[src/common/ioe_map.vh]
// Constants for the I/O instruction group executor.
`ifndef IOE_MAP_VH
`define IOE_MAP_VH
`define IOE_OP_HALT 3'h0
`define IOE_OP_FLAG 3'h1
`define IOE_OP_SKIP_CLR 3'h2
`define IOE_OP_SKIP_SET 3'h3
`define IOE_OP_MERGE 3'h4
`define IOE_OP_LOAD 3'h5
`define IOE_OP_OUTPUT 3'h6
`define IOE_OP_CONTROL 3'h7
`define IOE_SC_OVERFLOW 6'h01
`define IOE_SC_SYSTEM 6'h00
`define IOE_SC_FIRST_CARD 6'h06
`define IOE_BIT_ACC 11
`define IOE_BIT_HC 9
`define IOE_ST_IDLE 2'h0
`define IOE_ST_DATA 2'h1
`define IOE_ST_DONE 2'h2
`endif

[src/ioe_executor.v]
// I/O instruction group decoder and executor.
`timescale 1ns/10ps
`default_nettype none
`include "ioe_map.vh"
module ioe_executor #(
  parameter WIDTH = 16
) (
  input wire CLOCK,
  input wire RST_B,
  input wire EXEC_STROBE,
  input wire [15:0] INSTR,
  input wire [14:0] PC_IN,
  input wire [WIDTH-1:0] ACC_A_IN,
  input wire [WIDTH-1:0] ACC_B_IN,
  input wire OVERFLOW_IN,
  input wire MEM_PROTECT_ON,
  input wire GLOBAL_REG_ON,
  input wire [5:0] GLOBAL_SELECT,
  input wire CODE_DATA_SEPARATION_MODE,
  input wire BREAK_ENABLED_ANY,
  input wire IO_FLAG_IN,
  input wire [WIDTH-1:0] IO_DATA_IN,
  output reg DONE,
  output reg NOT_IO,
  output reg INHIBITED,
  output reg [14:0] PC_OUT,
  output reg ACC_A_WE,
  output reg ACC_B_WE,
  output reg [WIDTH-1:0] ACC_OUT,
  output reg OVERFLOW_WE,
  output reg OVERFLOW_OUT,
  output reg HALT,
  output reg [15:0] HOLD_WORD,
  output reg PANEL_START,
  output reg INT_SYSTEM_ON,
  output reg [5:0] IO_SELECT,
  output reg IO_GLOBAL,
  output reg IO_SET_CONTROL,
  output reg IO_CLEAR_CONTROL,
  output reg IO_CLEAR_ALL_CONTROL,
  output reg IO_SET_FLAG,
  output reg IO_CLEAR_FLAG,
  output reg IO_READ,
  output reg IO_WRITE,
  output reg [WIDTH-1:0] IO_DATA_OUT
);

  // ********************************************************
  // Decode
  // ********************************************************
  // group recognition
  wire is_io = INSTR[15] & (INSTR[14:12] == 3'h0) & INSTR[10];
  wire [2:0] op = INSTR[8:6];
  wire acc_b = INSTR[`IOE_BIT_ACC];
  wire [5:0] code = INSTR[5:0];
  wire [14:0] pc_next1 = PC_IN + 15'h0001;
  wire [WIDTH-1:0] acc_sel = acc_b ? ACC_B_IN : ACC_A_IN;

  reg [1:0] state;
  reg [15:0] instr_q;
  reg [14:0] pc_q;
  reg [WIDTH-1:0] acc_q;

  // ********************************************************
  // Fields of the word under execution
  // ********************************************************
  // The data cycle works from the captured word, so a new INSTR value
  // presented while the block is busy cannot disturb the operation.
  wire [2:0] op_q = instr_q[8:6];
  wire hc = instr_q[`IOE_BIT_HC];
  wire sense_q = instr_q[6];
  wire [5:0] code_q = instr_q[5:0];
  // Codes 00 and 01 mean the system and the overflow bit only with the global register off.
  wire system_code = (code_q == `IOE_SC_SYSTEM) & ~IO_GLOBAL;
  // The overflow skips share codes with flag skips; code 01 steers them to overflow.
  wire ovf_code = (code_q == `IOE_SC_OVERFLOW) & ~IO_GLOBAL;
  wire card_code = (code_q >= 6'h08) | IO_GLOBAL;
  wire [14:0] pc_next2 = pc_q + 15'h0002;

  // ********************************************************
  // Timing
  // ********************************************************
  // A word is taken at a rising edge with the strobe high and the sequencer idle.
  // In the next cycle the select code, the data out and the read or write request
  // are presented to the cards, and the next program counter is shown.
  // In the cycle after that the addressed card's flag and data are sampled, the
  // effect strobes pulse together with the done pulse, and a skip replaces the
  // program counter.
  // One more cycle passes before the next word can be taken.
  // A foreign word or an inhibited word is answered one cycle after the take.
  // Strobes that arrive while the sequencer is busy are dropped, not queued.
  // The cost of the extra cycle is small, and it gives the cards a full cycle
  // to decode the select code before their flag or data is sampled.

  // ********************************************************
  // Limits
  // ********************************************************
  // With the global register off, the hold or clear option is ignored on codes below 10 octal, except that code 01 skips clear overflow.
  // Set flag and clear flag never honour the option, since bit 9 chooses
  // between them.
  // The data read during a halt is not used.
  // The interrupt system bit is a plain level: the interrupt logic proper lives
  // outside this block.

  // ********************************************************
  // Execution sequencer
  // ********************************************************
  // Code and data separation mode is sampled nowhere: the group behaves the same in both.
  always @(posedge CLOCK)
  begin
    DONE <= 1'b0;
    NOT_IO <= 1'b0;
    INHIBITED <= 1'b0;
    ACC_A_WE <= 1'b0;
    ACC_B_WE <= 1'b0;
    OVERFLOW_WE <= 1'b0;
    PANEL_START <= 1'b0;
    IO_SET_CONTROL <= 1'b0;
    IO_CLEAR_CONTROL <= 1'b0;
    IO_CLEAR_ALL_CONTROL <= 1'b0;
    IO_SET_FLAG <= 1'b0;
    IO_CLEAR_FLAG <= 1'b0;
    IO_READ <= 1'b0;
    IO_WRITE <= 1'b0;
    if (!RST_B)
    begin
      state <= `IOE_ST_IDLE;
      instr_q <= 16'h0000;
      pc_q <= 15'h0000;
      acc_q <= {WIDTH{1'b0}};
      PC_OUT <= 15'h0000;
      ACC_OUT <= {WIDTH{1'b0}};
      OVERFLOW_OUT <= 1'b0;
      HALT <= 1'b0;
      HOLD_WORD <= 16'h0000;
      INT_SYSTEM_ON <= 1'b0;
      IO_SELECT <= 6'h00;
      IO_GLOBAL <= 1'b0;
      IO_DATA_OUT <= {WIDTH{1'b0}};
    end
    else
    begin
      case (state)
        `IOE_ST_IDLE:
        begin
          if (EXEC_STROBE)
          begin
            instr_q <= INSTR;
            pc_q <= PC_IN;
            acc_q <= acc_sel;
            PC_OUT <= pc_next1;
            IO_SELECT <= GLOBAL_REG_ON ? GLOBAL_SELECT : code;
            IO_GLOBAL <= GLOBAL_REG_ON;
            HALT <= 1'b0;
            if (!is_io)
            begin
              NOT_IO <= 1'b1;
              DONE <= 1'b1;
            end
            else if (MEM_PROTECT_ON)
            begin
              INHIBITED <= 1'b1;
              DONE <= 1'b1;
            end
            else
            begin
              state <= `IOE_ST_DATA;
              IO_READ <= (op == `IOE_OP_LOAD) | (op == `IOE_OP_MERGE) |
                         (op == `IOE_OP_SKIP_CLR) | (op == `IOE_OP_SKIP_SET) |
                         (op == `IOE_OP_HALT);
              IO_WRITE <= (op == `IOE_OP_OUTPUT);
              IO_DATA_OUT <= acc_sel;
            end
          end
        end
        `IOE_ST_DATA:
        begin
          state <= `IOE_ST_DONE;
          DONE <= 1'b1;
          case (op_q)
            `IOE_OP_CONTROL:
            begin
              if (!instr_q[`IOE_BIT_ACC])
                IO_SET_CONTROL <= 1'b1;
              else if (system_code)
                IO_CLEAR_ALL_CONTROL <= 1'b1;
              else
                IO_CLEAR_CONTROL <= 1'b1;
            end
            `IOE_OP_FLAG:
            begin
              // Bit 9 picks clear or set here; bit 11 plays no part in this operation.
              if (system_code)
                INT_SYSTEM_ON <= ~hc;
              else if (ovf_code)
              begin
                OVERFLOW_WE <= 1'b1;
                OVERFLOW_OUT <= ~hc;
              end
              else if (hc)
                IO_CLEAR_FLAG <= 1'b1;
              else
                IO_SET_FLAG <= 1'b1;
            end
            `IOE_OP_SKIP_CLR, `IOE_OP_SKIP_SET:
            begin
              if (ovf_code)
              begin
                if (sense_q == OVERFLOW_IN)
                  PC_OUT <= pc_next2;
                if (hc)
                begin
                  OVERFLOW_WE <= 1'b1;
                  OVERFLOW_OUT <= 1'b0;
                end
              end
              else if (IO_FLAG_IN == sense_q)
                PC_OUT <= pc_next2;
            end
            `IOE_OP_LOAD, `IOE_OP_MERGE:
            begin
              ACC_A_WE <= ~instr_q[`IOE_BIT_ACC];
              ACC_B_WE <= instr_q[`IOE_BIT_ACC];
              ACC_OUT <= (op_q == `IOE_OP_MERGE) ? (acc_q | IO_DATA_IN) : IO_DATA_IN;
            end
            `IOE_OP_HALT:
            begin
              if (BREAK_ENABLED_ANY)
              begin
                HALT <= 1'b1;
                PANEL_START <= 1'b1;
                HOLD_WORD <= instr_q;
              end
            end
            default:
            begin
            end
          endcase
          if (hc & card_code & (op_q != `IOE_OP_FLAG) &
              ((op_q != `IOE_OP_HALT) | BREAK_ENABLED_ANY))
            IO_CLEAR_FLAG <= 1'b1;
        end
        `IOE_ST_DONE:
        begin
          state <= `IOE_ST_IDLE;
        end
        default:
        begin
          state <= `IOE_ST_IDLE;
        end
      endcase
    end
  end

endmodule // ioe_executor
`default_nettype wire

[config.mk]
export PLATFORM = sky130hd
export DESIGN_NAME = ioe_executor
export DESIGN_NICKNAME = d
export VERILOG_FILES = /design/src/ioe_executor.v
export VERILOG_INCLUDE_DIRS = /design/src /design/src/common
export SDC_FILE = /design/constraint.sdc
export NUM_CORES = 1
export LEC_CHECK = 0
export CAP_MARGIN = 40
export CORE_MARGIN = 5
export CORE_UTILIZATION = 45
export DETAILED_ROUTE_END_ITERATION = 10
export DONT_BUFFER_PORTS = 1
export SLEW_MARGIN = 15
export SYNTH_ARGS = -nofsm -noshare
export SYNTH_HDL_FRONTEND = slang
export SYNTH_SLANG_ARGS = --single-unit
[constraint.sdc]
create_clock -name CLOCK -period 2.9 [get_ports CLOCK]
set_clock_uncertainty 0.2 [all_clocks]
set_input_delay 0.435 -clock CLOCK [delete_from_list [all_inputs] [get_ports CLOCK]]
set_output_delay 0.435 -clock CLOCK [all_outputs]
set_load 0.01 [all_outputs]
Word level (Yosys, flattened, before mapping)
Index checks and enable logic that the tools add are counted.
W data, S select, Z words.
{"block": "word_totals", "register_bits": 136, "inputBits": 94, "out_inout_bits": 87}
{"block": "op_classes", "add_sub_neg": 2, "n_lt_le_gt_ge": 1, "eq_ne": 28, "mux": 41, "n_bitwise": 24, "n_reduce_logical": 28}
{"cell": "$mux W15", "count": 5}
{"cell": "$mux W16", "count": 2}
{"cell": "$pmux W15 S2", "count": 1}
{"cell": "$mux W1", "count": 24}
{"cell": "$reduce_and A3 Y1", "count": 7}
{"cell": "$eq A3 B3 Y1 const B", "count": 6}
{"cell": "$ne A2 B2 Y1 const B", "count": 8}
{"cell": "$or A16 B16 Y16", "count": 1}
{"cell": "$reduce_and A4 Y1", "count": 4}
{"cell": "$add A15 B1 Y15 const B", "count": 1}
{"cell": "$add A15 B2 Y15 const B", "count": 1}
{"cell": "$eq A3 B2 Y1 const B", "count": 4}
{"cell": "$not A1 Y1", "count": 10}
{"cell": "$reduce_or A5 Y1", "count": 2}
{"cell": "$logic_not A3 Y1", "count": 3}
{"cell": "$pmux W1 S2", "count": 4}
{"cell": "$and A1 B1 Y1", "count": 7}
{"cell": "$eq A6 B1 Y1 const B", "count": 1}
{"cell": "$ge A6 B4 Y1 const B", "count": 1}
{"cell": "$logic_not A6 Y1", "count": 1}
{"cell": "$mux W2", "count": 3}
{"cell": "$mux W6", "count": 1}
{"cell": "$ne A3 B3 Y1 const B", "count": 2}
{"cell": "$or A1 B1 Y1", "count": 6}
{"cell": "other kinds (13)", "count": 19}

Logic depth before layout (Yosys ltp)
{"block": "logic_depth", "word_depth": 6, "mapped_depth": 8}

Least setup slack after synthesis
No wires, ideal clock.
{"block": "synth_path", "path_kind": "register -> register", "from": "reg instr_q[4]", "to": "reg INT_SYSTEM_ON", "setup_time_ns": 0.070, "t_arrival_ns": 1.828, "path_slack_ns": 0.802, "stages_incl_launch_ff": 6, "synth_period_minus_slack_ns": 2.098, "path_cell_list": "dfxtp_1 or4_1 or3_1 clkbuf_2 or4_1 a21boi_1"}
{"block": "synth_via", "elab_chain_len": 3}
{"element": "start, declared", "line": "ioe_executor.v:60", "rtl": "reg [15:0] instr_q;"}
{"element": "start signal, assigned", "line": "ioe_executor.v:128", "rtl": "instr_q <= 16'h0000;"}
{"element": "start signal, assigned", "line": "ioe_executor.v:148", "rtl": "instr_q <= INSTR;"}
{"element": "$logic_not A6 Y1 (no line)"}
{"element": "$and A1 B1 Y1", "line": "ioe_executor.v:74", "rtl": "wire system_code = (code_q == `IOE_SC_SYSTEM) & ~IO_GLOBAL;"}
{"element": "$reduce_and A3 Y1 (no line)"}
{"element": "end signal, assigned", "line": "ioe_executor.v:194", "rtl": "INT_SYSTEM_ON <= ~hc;"}
{"element": "end, declared", "line": "ioe_executor.v:35", "rtl": "output reg INT_SYSTEM_ON,"}
No other way between the ends.
A chain may end at the register's enable or synchronous reset.

Worst setup path after layout
{"block": "layout_path", "from": "reg state[1]", "to": "reg IO_WRITE"}
{"block": "layout_via", "elab_chain_len": 3}
{"element": "start, declared", "line": "ioe_executor.v:59", "rtl": "reg [1:0] state;"}
{"element": "start signal, assigned", "line": "ioe_executor.v:127", "rtl": "state <= `IOE_ST_IDLE;"}
{"element": "start signal, assigned", "line": "ioe_executor.v:167", "rtl": "state <= `IOE_ST_DATA;"}
{"element": "start signal, assigned", "line": "ioe_executor.v:178", "rtl": "state <= `IOE_ST_DONE;"}
{"element": "$logic_not A2 Y1", "line": "ioe_executor.v:143", "rtl": "case (state)"}
{"element": "$not A1 Y1 (no line)"}
{"element": "$reduce_or A5 Y1 (no line)"}
{"element": "end signal, assigned", "line": "ioe_executor.v:171", "rtl": "IO_WRITE <= (op == `IOE_OP_OUTPUT);"}
{"element": "end, declared", "line": "ioe_executor.v:44", "rtl": "output reg IO_WRITE,"}
No other way between the ends.

==> out/metrics.yaml <==
status: "completed"
final_cell_mix: "nand2_1 (155), dfxtp_1 (136), a21boi_0 (47), dlygate4sd3_1 (46), o211a_1 (43)"
rsz0062_at_grt: "false"
ios: 181
syn_area_um2: 5860
grt_pass1_wl_um: 25100
irDropWorstVdd_mv: 0.477
hold_viol_final: 0
io_buffers: 0
cp-start-kind: "register"
synth_edf_count: 0
regArea_um2: 2720
dr.pass1.iters: 7
nFillCells: 1208
synthDistinctLibCells: 45
tightestPinTransition_ps: 697
cellPowerDensity_nw_per_um2: 623
worst_r2r_endpoint: "IO_WRITE"
ys_async_sr_fraction_pct: 0
intPower_mw: 3.33
slew_headroom_pct: 53.6
whs_endpoint: "ACC_OUT[9]"
final_nets: 795
grt_pass1_vias: 4775
ant_nets: 0
finalMaxSlewViolations: 0
period_share_pct: 88.9
dieArea_um2: 15400
dp_hpwl_um: 11000
synthFlopType: "dfxtp_1"
final_cell_count_no_fill: 883
critPathRequiredTime_ps: 3050
synth-seq-cells: 136
syn_to_final_growth_pct: 19.5
leakage_nw: 3.07
fmax_mhz: 388
ys_top_cells_by_area: "dfxtp_1 (46%), nand2_1 (9.9%), o211a_1 (7.3%), a21boi_0 (6.0%), mux2i_1 (4.8%)"
seq_area_frac_synth_pct: 46.5
holdPathStages: 2
die_height_um: 124
yosysWarningCount: 0
synth_top_area_share_pct: 46.5
syn-instance-count: 677
setup_violations: 0
vias: 4943
crit_fanout: 33
place_congestion: 0.870
crit_path_end_kind: "register"
path_class: "register to register"
grt_util_all_layers_pct: 21.2
drc: 0
antenna_cells: 0
tritoncts: "done"
rows: 41
cts-buffers-inserted: 17
drive_above_1_share_pct: 6.33
r2r_setup_slack_ps: 320
grt.overflow.total: 0
core_um2: 12700
clock_path_buffers: 2
finalCriticalPeriod_ps: 2580
cts-root-buf: "clkbuf_16"
synth_top_cell_by_area: "dfxtp_1"
synth_nets: 773
r2r_cells: 7
pwr-share-clk_pct: 46.7
avgSynthCellArea_um2: 8.66
cts-resized-gates: 0
critPathArrivalTime_ps: 2730
drt_wl_total_um: 16400
p_sw_share_pct: 23.7
initial_core_util_pct: 46.3
drv_cap: 0
die_w_um: 124
post_drt_wl_per_cell_um: 18.6
reg2reg_from: "state[1]"
via_per_inst: 5.60
cts.sinks: 136
worstSkewPairLatency_ps: 410
final_common_cell: "nand2_1"
worstHoldStart: "IO_DATA_IN[9]"
comb_power_share_pct: 7.3
sequentialPowerShare_pct: 45.9
grt_start_max_net_pins: 123
htree_levels: 4
drt_iter0_drc: 348
post_cts_buffers: 0
antenna_found_initial: 0
path_clk_slew_ps: 50
multi_input_area_um2: 2900
dp_cells: 805
hold_class: "primary input to register"
tns_ps: 0
switching_power_mw: 1.03
[cells in the mapped netlist, drive strengths merged, types with 5 or more instances]
| cell type | n |
|---|---|
| a21boi | 48 |
| a21oi | 34 |
| and2 | 5 |
| and3 | 5 |
| buf | 6 |
| clkbuf | 46 |
| dfxtp | 136 |
| inv | 11 |
| mux2i | 28 |
| nand2 | 155 |
| nand3 | 16 |
| nand4 | 11 |
| nor2 | 23 |
| nor2b | 7 |
| nor3 | 13 |
| o211a | 43 |
| o21ai | 25 |
| xnor2 | 13 |
| xor2 | 10 |
[power by group through the flow]
stage / clock network (mW) / logic (mW) / registers [mW]
global placement: 0 / 0.232 / 2.04
finish: 2.04 / 0.321 / 2.00
global route: 2.18 / 0.351 / 2.01
floorplan: 0 / 0.223 / 2.02
detailed placement: 0 / 0.238 / 2.04
CTS: 2.08 / 0.318 / 2.00
[worst max path at each step]
stage | start | to | cells past startpoint
floorplan | instr_q[4] | INT_SYSTEM_ON | 5
finish | state[1] | IO_WRITE | 7
detailed placement | instr_q[4] | PC_OUT[6] | 6
global placement | instr_q[4] | PC_OUT[5] | 6
CTS | state[1] | IO_WRITE | 7
global route | state[1] | IO_WRITE | 7
[area by class of cell]
class	count	area share, %
Clock buffer	20	6.66
Clock inverter	11	1.41
Inverter	11	0.589
Multi-Input combinational cell	478	41.4
Sequential cell	136	38.9
Tap cell	172	3.07
Timing Repair Buffer	55	8.00
[cell families (layout without fill, tap and decap cells)]
logic type,Yosys count,in the layout,share of synthesized area [%]
buffers and inverters,63,97,4.27
adder cells (fa/ha/maj),2,2,0.427
AND/OR/NAND/NOR,258,258,19.8
flip-flops,136,136,46.5
multiplexers,29,29,4.97
AO/OA/AOI/OAI,166,166,20.7
XOR/XNOR,23,23,3.44
[per-layer routing]
metal  part of all wire [%]  GRT usage, %  up-vias
met2                     48          34.2      199
met1                     41          26.0     2330
met3                    9.0          8.17       26
li1                       -             -     2388
met5                      0             0        -
met4                    2.0          7.32        0
[critical path, cell delays in order, from the launching register on]
cell and delay, ps:
dfxtp_1 330, nor2b_1 230, nand2b_1 290, nor3_2 220, buf_4 340, nand2_1 140, nor3_1 200, dlygate4sd3_1 570
[sequential cells by signal, summed over array words and instances, names as in the netlist, 6 cells and up]
name         cells
pc_q            15
PC_OUT          15
IO_DATA_OUT     16
HOLD_WORD       16
ACC_OUT         16
acc_q           16
instr_q         16
IO_SELECT        6
[metrics by stage]
stage	power (mW)	util [%]	area, um^2	hold WS, ps	setup slack [ps]
6_report	4.36	55.3	7010	15.9	323
5_1_grt	4.54	55.3	7010	4.23	119
4_1_cts	4.40	55.2	7000	0.111	335
3_5_place_dp	2.28	47.0	5950	257	714
3_3_place_gp	2.27	47.0	5950	246	744
2_1_floorplan	2.24	-	5860	241	802
[timing repair]
item	4_1_cts	5_1_grt
endpoints found under the hold margin	126	1
hold buffers	46	1
setup endpoints to repair	0	0
No activity file was read; power rests on OpenSTA's default activity.
